`src/design/sern_defines.vh`:
```
`ifndef SERN_DEFINES_VH
`define SERN_DEFINES_VH

// ----------------------------------------------------------------------
// Command codes on the register port
// ----------------------------------------------------------------------
`define SERN_CMD_RD_COND   3'h0
`define SERN_CMD_RD_EVENT  3'h1
`define SERN_CMD_WR_MASK   3'h2
`define SERN_CMD_WR_FALL   3'h3
`define SERN_CMD_WR_RISE   3'h4
`define SERN_CMD_PRESET    3'h5
`define SERN_CMD_RD_ERROR  3'h6
`define SERN_CMD_RD_PARTS  3'h7

// ----------------------------------------------------------------------
// Part select for reads of stored parts
// ----------------------------------------------------------------------
`define SERN_SEL_MASK      2'h0
`define SERN_SEL_FALL      2'h1
`define SERN_SEL_RISE      2'h2

// ----------------------------------------------------------------------
// Group indices
// ----------------------------------------------------------------------
`define SERN_GRP_OPER      1'h0
`define SERN_GRP_QUES      1'h1

// ----------------------------------------------------------------------
// Preset and reset values, and the answer of an empty error queue
// ----------------------------------------------------------------------
`define SERN_RISE_PRESET   16'hFFFF
`define SERN_FALL_PRESET   16'h0000
`define SERN_MASK_PRESET   16'h0000
`define SERN_NO_ERROR      16'h0000

// ----------------------------------------------------------------------
// Summary byte bit positions
// ----------------------------------------------------------------------
`define SERN_SB_ERRQ       2
`define SERN_SB_QUES       3
`define SERN_SB_OUTQ       4
`define SERN_SB_ESB        5
`define SERN_SB_OPER       7

`endif

```
`src/design/sern_node.v`:
```
`timescale 1ns/100ps
`include "sern_defines.vh"

module sern_node #(
	parameter WIDTH     = 16,
	parameter ERR_DEPTH = 8,
	parameter PTR_W     = 3
) (
	// Clock and reset
	input  wire             sys_clk_i,
	input  wire             sys_rst_i,
	// Live condition pins, operation and questionable groups
	input  wire [WIDTH-1:0] oper_cond_i,
	input  wire [WIDTH-1:0] ques_cond_i,
	// Other summaries entering the summary byte
	input  wire             outq_sum_i,
	input  wire             std_event_sum_i,
	// Error push from device logic
	input  wire             err_push_i,
	input  wire [WIDTH-1:0] err_code_i,
	// Command port
	input  wire             cmd_valid_i,
	input  wire [2:0]       cmd_op_i,
	input  wire             cmd_grp_i,
	input  wire [1:0]       cmd_sel_i,
	input  wire [WIDTH-1:0] cmd_wdata_i,
	output reg              rsp_valid_o,
	output reg  [WIDTH-1:0] rsp_data_o,
	// Summaries
	output reg              oper_sum_o,
	output reg              ques_sum_o,
	output reg  [7:0]       summary_byte_o
);

	// ------------------------------------------------------------------
	// State
	// ------------------------------------------------------------------
	reg [WIDTH-1:0] cond_s1_q [0:1];
	reg [WIDTH-1:0] cond_q    [0:1];
	reg [WIDTH-1:0] cond_d1_q [0:1];
	reg [WIDTH-1:0] event_q   [0:1];
	reg [WIDTH-1:0] mask_q    [0:1];
	reg [WIDTH-1:0] fall_q    [0:1];
	reg [WIDTH-1:0] rise_q    [0:1];
	reg [WIDTH-1:0] err_mem   [0:ERR_DEPTH-1];
	reg [PTR_W:0]   err_cnt_q;
	reg             outq_s1_q;
	reg             outq_q;
	reg             esb_s1_q;
	reg             esb_q;

	// Command decode shared by the register and stack processes
	wire             do_cmd  = cmd_valid_i;
	wire             is_pre  = do_cmd && (cmd_op_i == `SERN_CMD_PRESET);
	wire             err_pop = do_cmd && (cmd_op_i == `SERN_CMD_RD_ERROR);
	wire             err_any = (err_cnt_q != {(PTR_W+1){1'b0}});
	// Slot of the newest entry; wraps to the top slot when full
	wire [PTR_W-1:0] top_idx = err_cnt_q[PTR_W-1:0] -
		{{(PTR_W-1){1'b0}}, 1'b1};

	// Summary of one group: any enabled latched event
	function summ;
		input [WIDTH-1:0] ev;
		input [WIDTH-1:0] en;
		begin
			summ = |(ev & en);
		end
	endfunction

	// Push taken only with room and no pop in the same cycle; a code
	// pushed into a full stack is lost, with no overflow flag to show it
	function push_ok;
		input           push;
		input           pop;
		input [PTR_W:0] cnt;
		begin
			push_ok = push && !pop && (cnt != ERR_DEPTH[PTR_W:0]);
		end
	endfunction

	wire             err_take = push_ok(err_push_i, err_pop, err_cnt_q);

	// ------------------------------------------------------------------
	// Condition sync, edge filters, event latch, filter and mask regs
	// ------------------------------------------------------------------
	integer g;
	always @(posedge sys_clk_i or posedge sys_rst_i) begin
		if (sys_rst_i) begin
			for (g = 0; g < 2; g = g + 1) begin
				cond_s1_q[g] <= {WIDTH{1'b0}};
				cond_q[g]    <= {WIDTH{1'b0}};
				cond_d1_q[g] <= {WIDTH{1'b0}};
				event_q[g]   <= {WIDTH{1'b0}};
				mask_q[g]    <= `SERN_MASK_PRESET;
				fall_q[g]    <= `SERN_FALL_PRESET;
				rise_q[g]    <= `SERN_RISE_PRESET;
			end
		end else begin
			// Pins come from outside, two stages before use
			// Edge detect compares the synced value with its delayed copy
			cond_s1_q[0] <= oper_cond_i;
			cond_s1_q[1] <= ques_cond_i;
			for (g = 0; g < 2; g = g + 1) begin
				cond_q[g]    <= cond_s1_q[g];
				cond_d1_q[g] <= cond_q[g];
				// New edges win over a read clear in the same cycle
				event_q[g] <= ((do_cmd && cmd_op_i == `SERN_CMD_RD_EVENT &&
					cmd_grp_i == g[0]) ? {WIDTH{1'b0}} : event_q[g])
					| (cond_q[g] & ~cond_d1_q[g] & rise_q[g])
					| (~cond_q[g] & cond_d1_q[g] & fall_q[g]);
				if (is_pre) begin
					rise_q[g] <= `SERN_RISE_PRESET;
					fall_q[g] <= `SERN_FALL_PRESET;
					mask_q[g] <= `SERN_MASK_PRESET;
				end else if (do_cmd && cmd_grp_i == g[0]) begin
					// Full 16-bit hold of written values
					if (cmd_op_i == `SERN_CMD_WR_MASK)
						mask_q[g] <= cmd_wdata_i;
					if (cmd_op_i == `SERN_CMD_WR_FALL)
						fall_q[g] <= cmd_wdata_i;
					if (cmd_op_i == `SERN_CMD_WR_RISE)
						rise_q[g] <= cmd_wdata_i;
				end
			end
		end
	end

	// ------------------------------------------------------------------
	// Error stack: newest first, signed codes stored as given
	// ------------------------------------------------------------------
	always @(posedge sys_clk_i) begin
		// Push into the slot a same-cycle pop would free is avoided
		// No reset: a slot is never read before it has been pushed
		if (err_take)
			err_mem[err_cnt_q[PTR_W-1:0]] <= err_code_i;
	end

	always @(posedge sys_clk_i or posedge sys_rst_i) begin
		if (sys_rst_i) begin
			err_cnt_q <= {(PTR_W+1){1'b0}};
		end else if (err_pop && err_any) begin
			err_cnt_q <= err_cnt_q - {{PTR_W{1'b0}},1'b1};
		end else if (err_take) begin
			err_cnt_q <= err_cnt_q + {{PTR_W{1'b0}},1'b1};
		end
	end

	// ------------------------------------------------------------------
	// Responses, one cycle after the command
	// ------------------------------------------------------------------
	// Registered so the answer never rides on same-cycle command lines
	always @(posedge sys_clk_i or posedge sys_rst_i) begin
		if (sys_rst_i) begin
			rsp_valid_o <= 1'b0;
			rsp_data_o  <= {WIDTH{1'b0}};
		end else begin
			rsp_valid_o <= do_cmd;
			case (cmd_op_i)
			`SERN_CMD_RD_COND:  rsp_data_o <= cond_q[cmd_grp_i];
			`SERN_CMD_RD_EVENT: rsp_data_o <= event_q[cmd_grp_i];
			`SERN_CMD_RD_ERROR: rsp_data_o <= err_any ?
				err_mem[top_idx] : `SERN_NO_ERROR;
			`SERN_CMD_RD_PARTS: begin
				case (cmd_sel_i)
				`SERN_SEL_MASK: rsp_data_o <= mask_q[cmd_grp_i];
				`SERN_SEL_FALL: rsp_data_o <= fall_q[cmd_grp_i];
				`SERN_SEL_RISE: rsp_data_o <= rise_q[cmd_grp_i];
				default:        rsp_data_o <= {WIDTH{1'b0}};
				endcase
			end
			default: rsp_data_o <= {WIDTH{1'b0}};
			endcase
		end
	end

	// ------------------------------------------------------------------
	// Summaries and summary byte, registered from event, mask, error count and synced summary inputs
	// ------------------------------------------------------------------
	// A summary stays high while any enabled event remains latched
	always @(posedge sys_clk_i or posedge sys_rst_i) begin
		if (sys_rst_i) begin
			oper_sum_o     <= 1'b0;
			ques_sum_o     <= 1'b0;
			summary_byte_o <= 8'h00;
			outq_s1_q      <= 1'b0;
			outq_q         <= 1'b0;
			esb_s1_q       <= 1'b0;
			esb_q          <= 1'b0;
		end else begin
			outq_s1_q  <= outq_sum_i;
			outq_q     <= outq_s1_q;
			esb_s1_q   <= std_event_sum_i;
			esb_q      <= esb_s1_q;
			// A new enabled event raises the summary next cycle
			oper_sum_o <= summ(event_q[0], mask_q[0]);
			ques_sum_o <= summ(event_q[1], mask_q[1]);
			summary_byte_o <= 8'h00;
			summary_byte_o[`SERN_SB_ERRQ] <= err_any;
			summary_byte_o[`SERN_SB_QUES] <= summ(event_q[1], mask_q[1]);
			summary_byte_o[`SERN_SB_OUTQ] <= outq_q;
			summary_byte_o[`SERN_SB_ESB]  <= esb_q;
			summary_byte_o[`SERN_SB_OPER] <= summ(event_q[0], mask_q[0]);
		end
	end

endmodule // sern_node

```
`config.mk`:
```
export PLATFORM = sky130hd
export DESIGN_NAME = sern_node
export DESIGN_NICKNAME = d
export VERILOG_FILES = /design/src/design/sern_node.v
export VERILOG_INCLUDE_DIRS = /design/src /design/src/design
export SDC_FILE = /design/constraint.sdc
export NUM_CORES = 1
export LEC_CHECK = 0
export BUFFER_PORTS_ARGS = -buffer_cell sky130_fd_sc_hd__buf_2
export CORE_MARGIN = 4
export CORE_UTILIZATION = 54
export CTS_CLUSTER_DIAMETER = 100
export DETAILED_ROUTE_END_ITERATION = 16
export GPL_ROUTABILITY_DRIVEN = 0
export GPL_TIMING_DRIVEN = 0
export PLACE_DENSITY = 0.74
export SLEW_MARGIN = 20
export SYNTH_ARGS = -nofsm -noshare
export SYNTH_HDL_FRONTEND = slang
export SYNTH_SLANG_ARGS = --single-unit
```
`constraint.sdc`:
```
create_clock -name sys_clk_i -period 7.3 [get_ports sys_clk_i]
set_input_delay 0.365 -clock sys_clk_i [delete_from_list [all_inputs] [get_ports sys_clk_i]]
set_output_delay 0.365 -clock sys_clk_i [all_outputs]
set_load 0.1 [all_outputs]
```
Word-level counts from Yosys, hierarchy flattened
Memories as Yosys holds them, arrays and structs flattened.
Index checks and enable logic that the tools add are counted.

word-level totals
  output and inout port bits = 27
  memories = 1
  logic and storage cells = 126
  flip-flop bits (word level) = 256
  input bits = 76
  RAM bits = 128

memories
  name     depth  width  read ports  clocked after Yosys merged registers in  write ports  RTL line        RTL
  err_mem  8      16     1           0                                        1            sern_node.v:45  reg [WIDTH-1:0] err_mem [0:ERR_DEPTH-1];

operators by class
  equality and inequality tests = 10
  $add $sub $neg = 3
  order comparisons = 1
  reduce and logical (&&, ||, !) cells = 28
  bitwise operators = 20
  muxes and demuxes = 39

operator list
  kind                   count
  $mux W16               33
  $and A16 B16 Y16       10
  $not A16 Y16           4
  $or A16 B16 Y16        4
  $pmux W16 S4           1
  $pmux W16 S3           1
  $reduce_or A16 Y1      2
  $eq A3 B3 Y1 const B   4
  $reduce_and A2 Y1      6
  $reduce_bool A2 Y1     6
  $logic_and A1 B1 Y1    10
  $mux W4                2
  $eq A3 B2 Y1 const B   2
  $add A4 B1 Y4 const B  1
  $ne A4 B4 Y1 const B   1
  $reduce_bool A4 Y1     1
  $sub A4 B1 Y4 const B  1
  $eq A3 B1 Y1 const B   1
  $logic_not A3 Y1       1
  $sub A3 B1 Y3 const B  1
  $eq A2 B1 Y1 const B   1
  $eq A2 B2 Y1 const B   1
  $ge A2 B2 Y1 const B   1
  $logic_not A2 Y1       1
  other kinds (4)        5

Longest topological paths before layout
Gate-level depths: netlist of run 1.

  word-level depth = 7
  mapped depth = 12
  gate-level depth less buffers = 10

Least setup slack after synthesis of run 1
OpenSTA, ideal clock, no wires.

  path type = flip-flop to flip-flop
  from = reg err_cnt_q[0]
  to = mem err_mem[0][0] (enable)
  arrival = 2592 ps
  required time = 6891 ps
  setup time = 409 ps
  stages on the path, launching flop included = 8
  clock period less this slack = 3001 ps
  setup slack = 4299 ps
  buffers on the path = 2
  path through = dfrtp_1 > clkbuf_1 > clkbuf_1 > inv_1 > ha_1 > a21oi_1 > nand3_1 > nor3_1

on the way
  longest elaborated chain between the ends = 4

RTL lines
  what                           RTL line         RTL
  from (decl)                    sern_node.v:46   reg [PTR_W:0] err_cnt_q;
  from (signal assigned)         sern_node.v:140  err_cnt_q <= {(PTR_W+1){1'b0}};
  from (signal assigned)         sern_node.v:142  err_cnt_q <= err_cnt_q - {{PTR_W{1'b0}},1'b1};
  from (signal assigned)         sern_node.v:144  err_cnt_q <= err_cnt_q + {{PTR_W{1'b0}},1'b1};
  $ne A4 B4 Y1                   sern_node.v:77   push_ok = push && !pop && (cnt != ERR_DEPTH[PTR_W:0]);
  $logic_and A1 B1 Y1            sern_node.v:77
  $mux W1                        sern_node.v:134  if (err_take)
  $mux W1 (not written as such)  sern_node.v:135  err_mem[err_cnt_q[PTR_W-1:0]] <= err_code_i;
  to (decl)                      sern_node.v:45

Parallel ways exist; a longest one is shown, timed or not.

Worst setup path after layout of run 1
  from = reg err_cnt_q[0]
  to = reg rsp_data_o[10]

on the way
  longest elaborated chain between the ends = 4
  elaborated cells on any way between the ends = 5
  classes of those cells = add/sub: 1; mux: 2; reduce/logical: 1; memory: 1

RTL lines
  what                       RTL line         RTL
  $sub A3 B1 Y3              sern_node.v:58   wire [PTR_W-1:0] top_idx = err_cnt_q[PTR_W-1:0] -
  named net top_idx[0]       sern_node.v:58
  $mem_v2 Z8 W16             -
  $mux W16 (no source line)  -
  $pmux W16 S4               sern_node.v:158  case (cmd_op_i)
  to (signal assigned)       sern_node.v:159  `SERN_CMD_RD_COND: rsp_data_o <= cond_q[cmd_grp_i];
  to (signal assigned)       sern_node.v:160  `SERN_CMD_RD_EVENT: rsp_data_o <= event_q[cmd_grp_i];
  to (signal assigned)       sern_node.v:161  `SERN_CMD_RD_ERROR: rsp_data_o <= err_any ?
  to (decl)                  sern_node.v:28   output reg [WIDTH-1:0] rsp_data_o,

The timed path passes the listed nets, and every way through them passes these cells.
A chain may end at the register's enable or synchronous reset.

==> flow_metrics.tcl, run 1 <==
set metrics [dict create \
    drtPass1Iterations 6 \
    min_path_type "in2reg" \
    crit_family "buffers and inverters" \
    synth.cell_area_um2 14920 \
    drive_gt1_share_pct 22.80 \
    yosys_most_used_dff "dfrtp_1" \
    die_w_um 174.2 \
    grt_pass1_vias 10290 \
    fmax_mhz 292.0 \
    antenna_found_initial 1 \
    clockBufferDepth 3 \
    ioPinCount 103 \
    path_cells "clkbuf_1, clkbuf_1, inv_1, ha_1, clkbuf_1, mux4_2, a221oi_1, nand2_1" \
    grt_pass1_wl_um 61020 \
    netlist_instances 1084 \
    fin_skew_ps 10.87 \
    critPathBufInv 4 \
    antenna_left 0 \
    ys_ff_latch 382 \
    nNetsFinal 1354 \
    worstPathArrival_ps 3810 \
    yosysWarnings 0 \
    clock_tree.root_cell "clkbuf_16" \
    numCtsBuffers 39 \
    cts.sinks 382 \
    critPathCaptureType "flop" \
    rows 60 \
    tns_ps 0 \
    grt_max_degree 108 \
    power_leakage_nw 7.424 \
    cts_tree "yes" \
    ys_seq_area_share_pct 68.64 \
    fin_crit_sh_pct 46.91 \
    post-route-min-period_ps 3424 \
    track_usage_pct 26.41 \
    crit_path_start_kind "flop" \
    cts_max_level 2 \
    clock_latency_ps 520 \
    viasPerCell 6.070 \
    placed_area_um2 16090 \
    die_area_um2 30350 \
    hold_viol 0 \
    layout_setup_ws_ps 3876 \
    max_stage_delay_ps 620 \
    rsz0062_at_grt "no" \
    initial_core_util_pct 55.05 \
    mostFrequentLayoutCell "dfrtp_1" \
    setup_viol 0 \
    ir_worst_vdd_uv 278.5 \
    powerDensity_nw_per_um2 342.3 \
    avgSynthCellArea_um2 13.76 \
    worst_slew_pin_slew_ps 927.0 \
    drc 0 \
    area_delta_synth_final_pct 18.75 \
    hpwl_um 27230 \
    critPathMostFrequentCell "clkbuf_1" \
    core-area_um2 27100 \
    routed_wl_um 40020 \
    synth_edf_count 128 \
    io_buffers 99 \
    maxCapViolCount 0 \
    vias 10200 \
    cp_max_fo 10 \
    synth_cell_types 50 \
    slew_violations 0 \
    mostFrequentLayoutCells "222 x dfrtp_1, 163 x nand2_1, 128 x buf_2, 128 x edfxtp_1, 64 x mux2i_1" \
    place_ws_ps 3882 \
    critPathRequiredTime_ps 7680 \
    relSlewSlack_pct 38.20 \
    status "finished, final reports clean" \
    grt_overflow 0 \
    clkSlewWorstSetupHoldPaths_ps 60 \
    critical_path_class "reg2reg" \
    design_area_um2 17710 \
    slowest_stage "clkbuf_1" \
    wl_per_cell_um 23.82 \
    async_flop_share_pct 66.49 \
    dieHeight_um 174.2 \
    drtIter0Drc 1243 \
]
-- Yosys cell counts, types with 2 or more instances --
| master | n | area (µm²) |
|---|---|---|
| dfrtp_1 | 222 | 5555 |
| nand2_1 | 163 | 611.8 |
| edfxtp_1 | 128 | 3844 |
| mux2i_1 | 64 | 640.6 |
| o21ai_0 | 62 | 310.3 |
| nor2_1 | 54 | 202.7 |
| a21oi_1 | 36 | 180.2 |
| o22ai_1 | 36 | 225.2 |
| mux4_2 | 33 | 743.2 |
| dfstp_2 | 32 | 840.8 |
| buf_2 | 29 | 145.1 |
| clkbuf_1 | 29 | 108.9 |
| nand3b_1 | 29 | 217.7 |
| o211ai_1 | 27 | 202.7 |
| a221oi_1 | 24 | 210.2 |
| a22oi_1 | 16 | 120.1 |
| mux2_2 | 15 | 168.9 |
| a22o_1 | 8 | 70.07 |
| buf_4 | 7 | 52.55 |
| nor3_1 | 7 | 35.03 |
| inv_1 | 6 | 22.52 |
| a21o_1 | 5 | 37.54 |
| nand2b_1 | 5 | 31.28 |
| nand3_1 | 5 | 25.02 |
| o21ai_1 | 5 | 25.02 |
| xnor2_1 | 4 | 35.03 |
| and3b_1 | 3 | 26.28 |
| a31oi_1 | 2 | 12.51 |
| ha_1 | 2 | 25.02 |
| nand4_1 | 2 | 12.51 |
| nor2b_1 | 2 | 12.51 |
| nor3b_1 | 2 | 15.01 |
| o21bai_1 | 2 | 15.01 |
| or3b_2 | 2 | 17.52 |
-- worst paths after layout --
path	slack (ps)	endpoint	depth (start not counted)	from
setup reg to reg	3880	rsp_data_o[10]	8	err_cnt_q[0]
hold / removal	70	rsp_valid_o	1	cmd_valid_i
min in group asynchronous	420	cond_s1_q[3]	3	sys_rst_i
max in group asynchronous	5540	rise_q[11]	5	sys_rst_i
hold reg to reg	340	cond_q[7]	0	cond_s1_q[7]
setup / recovery	3880	rsp_data_o[10]	8	err_cnt_q[0]
-- logic make-up after synthesis --
kind of cell,Yosys count,synth area share [%]
flops,382,68.64
compound gates,227,9.679
mux,112,10.41
xor+xnor,4,0.2348
other cells,1,0.02514
simple gates,284,8.614
fa+ha+maj,2,0.1677
buf+inv,72,2.231
-- through the flow --
stage	hold WS, ps	total power [mW]	util [%]	instances
CTS	47.98	6.080	65.36	1679
floorplan	331.2	3.662	-	1086
global placement	332.1	4.050	58.62	1557
global route	47.33	6.301	65.36	1679
finish	68.22	6.064	65.36	1680
detailed placement	334.7	4.124	59.39	1572
-- state kept, by name, indices dropped and copies added, names as in the netlist, 4 cells and up --
register,flops
summary_byte_o,5
err_cnt_q,4
cond_q,32
event_q,32
mask_q,32
rsp_data_o,16
cond_d1_q,32
rise_q,32
cond_s1_q,32
fall_q,32
err_mem,128
-- power breakdown --
part | leakage [nW] | internal, mW | switching [mW]
Combinational | 2.71 | 0.521 | 0.872
Sequential | 4.09 | 2.54 | 0.177
Clock | 0.622 | 1.16 | 0.796
-- timing repair --
action / CTS / global route
hold buffers: 35 / 0
setup buffers: 0 / 0
endpoints found under the hold margin: 83 / 0
gates resized for setup: 0 / 0
-- per-layer routing --
metal / wire length, µm / GRT usage (%)
met1: 16000 / 37.25
met2: 18310 / 40.13
met3: 3928 / 6.046
met4: 1772 / 11.09
met5: 0 / 0
-- area by class of cell --
cell class              count  area [µm²]
multi-input cells         632        4385
clock buffers              62        1154
inverters                   6       30.03
clock inverters            10       113.9
diodes                      1       2.502
repair buffers            149        1013
plain buffers              66       310.3
fillers                  1942        9387
well taps                 372       465.4
flip-flops and latches    382       10240
(Power assumes the default switching activity.)
==> inputs of run 2 (changes only) <==
--- a/config.mk
+++ b/config.mk
@@ -6,6 +6,7 @@
 export SDC_FILE = /design/constraint.sdc
 export NUM_CORES = 1
 export LEC_CHECK = 0
+export ABC_AREA = 1
 export BUFFER_PORTS_ARGS = -buffer_cell sky130_fd_sc_hd__buf_2
 export CORE_MARGIN = 4
 export CORE_UTILIZATION = 54
==> constraint.sdc (replaced) <==
create_clock -name sys_clk_i -period 2.9 [get_ports sys_clk_i]
set_input_delay 0.145 -clock sys_clk_i [delete_from_list [all_inputs] [get_ports sys_clk_i]]
set_output_delay 0.145 -clock sys_clk_i [all_outputs]
set_load 0.1 [all_outputs]
==> run 2 against run 1 <==
Against the previous run: final cell count increased by 31%; design area rose by 7.2%; clock power increased to 2.6 times the previous value; combinational power grew to 3.6 times the previous value; worst hold slack gained 30 ps; via count rose by 26%; register-to-register slack got worse by 3800 ps; clock skew grew 6.8 ps; utilization increased by 2.2 points.
==> flow_metrics.tcl, run 2 <==
set metrics [dict create \
    status "finished, final reports clean" \
    drtPass1Iterations 12 \
    setup_viol 0 \
    relSlewSlack_pct 40.47 \
    synth.cell_area_um2 15570 \
    mostFrequentLayoutCell "nand2_1" \
    clockBufferDepth 3 \
    design_area_um2 18980 \
    core-area_um2 28090 \
    die_w_um 177.8 \
    cts_max_level 2 \
    largest_register_ffs 128 \
    clock_tree.root_cell "clkbuf_16" \
    area_delta_synth_final_pct 21.90 \
    antenna_found_initial 0 \
    ioPinCount 103 \
    path_cells "clkbuf_1, inv_1, buf_2, clkbuf_4, ha_2, xnor2_4, inv_1, clkbuf_4, nand3_1, nand3_1, nand2_1" \
    cts_tree "yes" \
    clock_latency_ps 540 \
    rrSetupSlack_ps 50 \
    numCtsBuffers 39 \
    drive_gt1_share_pct 16.94 \
    antenna_left 0 \
    synth_common_cells "479 x nand2_1, 222 x dfrtp_1, 179 x o21ai_0" \
    nNetsFinal 1877 \
    cts.sinks 382 \
    synth_edf_count 128 \
    yosysMostFrequentCell "nand2_1" \
    powerDensity_nw_per_um2 896.1 \
    wl_per_cell_um 20.95 \
    worst-path-stages 11 \
    fmax_mhz 350.5 \
    slowest_stage "dfrtp_1" \
    ir_worst_vdd_uv 517.6 \
    avgSynthCellArea_um2 9.945 \
    slew_violations 0 \
    crit_end "rsp_data_o[12]" \
    synth_top_cell_by_area "dfrtp_1" \
    io_buffers 97 \
    synth_area_leaders "dfrtp_1 36%, edfxtp_1 25%, nand2_1 12%" \
    critPathRequiredTime_ps 3290 \
    crit_family "buffers and inverters" \
    maxCapViolCount 0 \
    drtIter0Drc 1575 \
    worst_slew_pin_slew_ps 893.0 \
    place_ws_ps -295.2 \
    routed_wl_um 46250 \
    power_leakage_nw 8.449 \
    die_area_um2 31620 \
    synth_top_area_share_pct 35.67 \
    critPathLaunch "err_cnt_q[0]" \
    ys_seq_area_share_pct 65.75 \
    async_flop_share_pct 66.49 \
    netlist_instances 1566 \
    critPathCaptureType "flop" \
    tns_ps 0 \
    fin_crit_sh_pct 98.38 \
    r2r_end "rsp_data_o[12]" \
    worstPathArrival_ps 3250 \
    reg2reg_depth 11 \
    initial_core_util_pct 55.45 \
    critical_path_class "reg2reg" \
    grt_overflow 0 \
    r2r-start "err_cnt_q[0]" \
    synth_cell_types 38 \
    grt_max_degree 36 \
    grt_pass1_wl_um 70640 \
    final_util_pct 67.59 \
    mostFrequentLayoutCells "477 x nand2_1, 222 x dfrtp_1, 179 x o21ai_0" \
    min_path_type "in2async" \
    max_stage_delay_ps 390 \
    dieHeight_um 177.8 \
    hpwl_um 30020 \
    clkSlewWorstSetupHoldPaths_ps 60 \
    post-route-min-period_ps 2853 \
    ys_ff_latch 382 \
    worst_hold_slack_ps 97.83 \
    rsz0062_at_grt "yes" \
    layout_setup_ws_ps 47.12 \
    hold_viol 0 \
    track_usage_pct 29.57 \
    crit_path_start_kind "flop" \
    fin_skew_ps 17.62 \
    yosysWarnings 0 \
    cp_max_fo 10 \
    grt_pass1_vias 12640 \
    yosys_most_used_dff "dfrtp_1" \
    placed_area_um2 16820 \
    drc 0 \
    vias 12830 \
    num_antenna_cells 0 \
    critPathBufInv 6 \
    rows 61 \
    viasPerCell 5.812 \
]
==> run 2: changes by cell type in the layout (fill, tap and decap cells not counted), moves of 15 or more <==
cell / delta
nand3b_1: -29
a22oi_1: -16
o22ai_1: -35
nand2_1: +314
mux2i_1: -64
nor2_1: +96
nand3_1: +102
a221oi_1: -22
o21ai_0: +117
mux2_2: -15
a21oi_1: -17
dlygate4sd3_1: +33
inv_1: +68
mux4_2: -33
==> run 2: kinds of logic after synthesis <==
kind of cell | count (synthesis) | synth area share, %
compound gates | 257 | 9.440
xor+xnor | 2 | 0.1607
fa+ha+maj | 2 | 0.1607
buf+inv | 156 | 4.515
flops | 382 | 65.75
other cells | 1 | 0.02408
simple gates | 766 | 19.95
==> run 2: through the flow <==
step           std cells  total power, mW
2_1_floorplan       1568            10.03
3_3_place_gp        2043            11.31
3_5_place_dp        2058            11.58
4_1_cts             2208            16.74
5_1_grt             2208            17.79
6_report            2208            17.01
==> run 2: repair_timing <==
action / in CTS / in global routing
buffers inserted: 10 / 1
hold endpoints to repair: 262 / 0
endpoints found under the setup margin: 144 / 145
gates resized for setup: 16 / 9
hold buffers: 68 / 0
pin swaps: 7 / 0
==> run 2: how the worst min path moves through the flow <==
stage,to,startpoint
global placement,cond_s1_q[6],ques_cond_i[6]
global route,err_cnt_q[2],err_push_i
CTS,err_cnt_q[2],err_push_i
finish,summary_byte_o[4],sys_rst_i
detailed placement,cond_s1_q[23],sys_rst_i
floorplan,cond_s1_q[0],ques_cond_i[0]
==> run 2: cell type report <==
cell class,instances,area (µm²)
Sequential cell,382,10240
Fill cell,2126,9102
Multi-Input combinational cell,1030,4717
Timing Repair Buffer,191,1556
Clock buffer,57,1125
Tap cell,378,473.0
Buffer,76,415.4
Inverter,79,306.5
Clock inverter,15,151.4
==> run 2: metal layers <==
layer / track usage (%) / wire length (µm) / part of all wire, %
met2: 43.18 / 19780 / 43
met1: 40.99 / 17990 / 39
met5: 0 / 0 / 0
met4: 15.11 / 2700 / 5.8
met3: 8.095 / 5786 / 13
==> run 2: tightest hold or removal path, cell delays in order <==
cell	delay, ps
dlygate4sd3_1	530
buf_2	130
clkinvlp_4	190
==> run 2: report_power, final <==
group / switching [mW] / leakage (nW) / internal, mW / total (mW)
combinational: 3.52 / 3.73 / 1.51 / 5.04
clock: 2.09 / 0.623 / 2.89 / 4.99
sequential: 0.513 / 4.10 / 6.48 / 6.99
total: 6.13 / 8.45 / 10.9 / 17.0
==> inputs of run 3 (changes only) <==
--- a/config.mk
+++ b/config.mk
@@ -9,12 +9,13 @@
 export ABC_AREA = 1
 export BUFFER_PORTS_ARGS = -buffer_cell sky130_fd_sc_hd__buf_2
 export CORE_MARGIN = 4
-export CORE_UTILIZATION = 54
+export CORE_UTILIZATION = 60
 export CTS_CLUSTER_DIAMETER = 100
 export DETAILED_ROUTE_END_ITERATION = 16
 export GPL_ROUTABILITY_DRIVEN = 0
 export GPL_TIMING_DRIVEN = 0
-export PLACE_DENSITY = 0.74
+export PLACE_DENSITY = 0.78
+export RECOVER_POWER = 25
 export SLEW_MARGIN = 20
 export SYNTH_ARGS = -nofsm -noshare
 export SYNTH_HDL_FRONTEND = slang
==> constraint.sdc (replaced) <==
create_clock -name sys_clk_i -period 3.2 [get_ports sys_clk_i]
set_input_delay 0.16 -clock sys_clk_i [delete_from_list [all_inputs] [get_ports sys_clk_i]]
set_output_delay 0.16 -clock sys_clk_i [all_outputs]
set_load 0.1 [all_outputs]
==> run 3 against run 2 <==
Against the previous run: fmax down 8.6%; die area fell by 9.6%; design area decreased by 1.6%; total power shrank 11%; sequential power shrank 9.6%; utilization is 6.2 points higher; critical endpoint unchanged; highest routed layer unchanged.
==> flow_metrics.tcl, run 3 (same netlist as run 2, synthesis figures left out) <==
set metrics [dict create \
    clockBufferDepth 3 \
    hold_viol 0 \
    vias 12950 \
    core-area_um2 25330 \
    cts_max_level 2 \
    status "finished, final reports clean" \
    fin_crit_sh_pct 97.58 \
    worstPathArrival_ps 3570 \
    clock_latency_ps 520 \
    drtIter0Drc 1942 \
    min_from "cmd_wdata_i[13]" \
    track_usage_pct 32.60 \
    fin_skew_ps 12.00 \
    r2r-start "err_cnt_q[0]" \
    maxCapViolCount 0 \
    powerDensity_nw_per_um2 808.7 \
    viasPerCell 6.027 \
    io_buffers 97 \
    slew_violations 0 \
    pwr-share-seq_pct 41.8 \
    routed_wl_um 45920 \
    tns_ps 0 \
    max_stage_delay_ps 480 \
    combPwrFrac_pct 29.4 \
    mostFrequentLayoutCells "479 x nand2_1, 222 x dfrtp_1, 179 x o21ai_0" \
    drc 0 \
    clkPwrFrac_pct 28.8 \
    nNetsFinal 1865 \
    grt_overflow 0 \
    fmax_mhz 320.3 \
    rows 58 \
    rsz0062_at_grt "yes" \
    hpwl_um 30320 \
    p_sw_share_pct 35.73 \
    drive_gt1_share_pct 14.97 \
    mostFrequentLayoutCell "nand2_1" \
    multiInputGateArea_um2 4686 \
    cp_max_fo 10 \
    area_delta_synth_final_pct 19.92 \
    min_path_type "in2reg" \
    crit_path_start_kind "flop" \
    place_ws_ps -5.655 \
    die_area_um2 28600 \
    grt_max_degree 38 \
    die_w_um 169.1 \
    antenna_found_initial 1 \
    drtPass1Iterations 6 \
    antenna_left 0 \
    setup_viol 0 \
    clock_tree.root_cell "clkbuf_16" \
    grt_pass1_vias 12850 \
    cts_setup_buffers 0 \
    fillers 1703 \
    initial_core_util_pct 61.49 \
    seq_area_um2 10240 \
    critical_path_class "reg2reg" \
    power_leakage_nw 8.310 \
    ioPinCount 103 \
    final_util_pct 73.74 \
    rrSetupSlack_ps 80 \
    internal_power_mw 9.708 \
    critPathCaptureType "flop" \
    critPathRequiredTime_ps 3650 \
    worst_slew_pin_slew_ps 971.8 \
    relSlewSlack_pct 34.98 \
    critPathBufInv 6 \
    post_layout_nonfiller_instances 2148 \
    ir_worst_vdd_uv 913.3 \
    cts_tree "yes" \
    crit_family "buffers and inverters" \
    layout_setup_ws_ps 77.51 \
    cts.sinks 382 \
    dieHeight_um 169.1 \
    dp_cells 2010 \
    p_switching_mw 5.397 \
    path_cells "clkbuf_1, inv_1, buf_2, clkbuf_2, ha_1, xnor2_2, inv_1, buf_2, nand3_1, nand3_1, nand2_1" \
    clkSlewWorstSetupHoldPaths_ps 60 \
    grt_pass1_wl_um 71220 \
    largest_register_ffs 128 \
    slowest_stage "xnor2_2" \
    wl_per_cell_um 21.38 \
    numCtsBuffers 39 \
    post-route-min-period_ps 3122 \
    critPathLaunch "err_cnt_q[0]" \
]
## run 3: cell types whose count changed in the layout (fill, tap and decap cells not counted), sizes merged
cell	change
buf	-25
clkbuf	+20
clkinvlp	-2
dlygate4sd3	-2
inv	-2
bufinv	-1
clkinv	-1
diode	+1
## run 3: power groups by stage
stage	combinational, mW	clock (mW)	sequential (mW)
floorplan	2.41	0	6.68
CTS	4.26	4.36	6.29
finish	4.44	4.35	6.32
global placement	3.88	0	6.36
detailed placement	4.14	0	6.37
global route	4.85	4.58	6.39
## run 3: cell type report
cell class / instances / share of cell area, %
flip-flops and latches: 382 / 54.83
multi-input cells: 1030 / 25.09
repair buffers: 178 / 7.463
clock buffers: 62 / 6.204
plain buffers: 77 / 2.217
well taps: 330 / 2.211
inverters: 79 / 1.628
clock inverters: 9 / 0.3484
diodes: 1 / 0.01340
## run 3: tightest hold or removal path, cell delays in order
cell	delay [ps]
buf_2	110
nor2_1	70
o21ai_0	170
## run 3: worst paths after layout
check	endpoint	cells after the start
setup reg to reg	rsp_data_o[12]	11
hold reg to reg	esb_q	0
min in group asynchronous	esb_q	3
setup / recovery	rsp_data_o[12]	11
max in group asynchronous	rise_q[13]	7
hold / removal	rise_q[29]	3
## run 3: what timing repair did
action,4_1_cts,5_1_grt
gates resized for setup,2,18
pin swaps,0,0
hold endpoints to repair,260,0
hold buffers,66,0
setup endpoints to repair,3,106
## run 3: per-layer routing
layer  routed length, µm  GRT usage [%]  share of wire [%]
met1               16920          44.34                 37
met2               20550          49.19                 45
met3                6163          9.622                 13
met4                2287          15.09                5.0
met5                   0         0.1672                  0
## run 3: metrics by stage
stage | hold WS, ps | power (mW) | instance area, µm²
2_1_floorplan | 191.4 | 9.092 | 15580
3_3_place_gp | 267.6 | 10.24 | 16480
3_5_place_dp | 138.8 | 10.51 | 16770
4_1_cts | 5.063 | 14.92 | 18650
5_1_grt | 45.09 | 15.81 | 18680
6_report | 18.86 | 15.10 | 18680
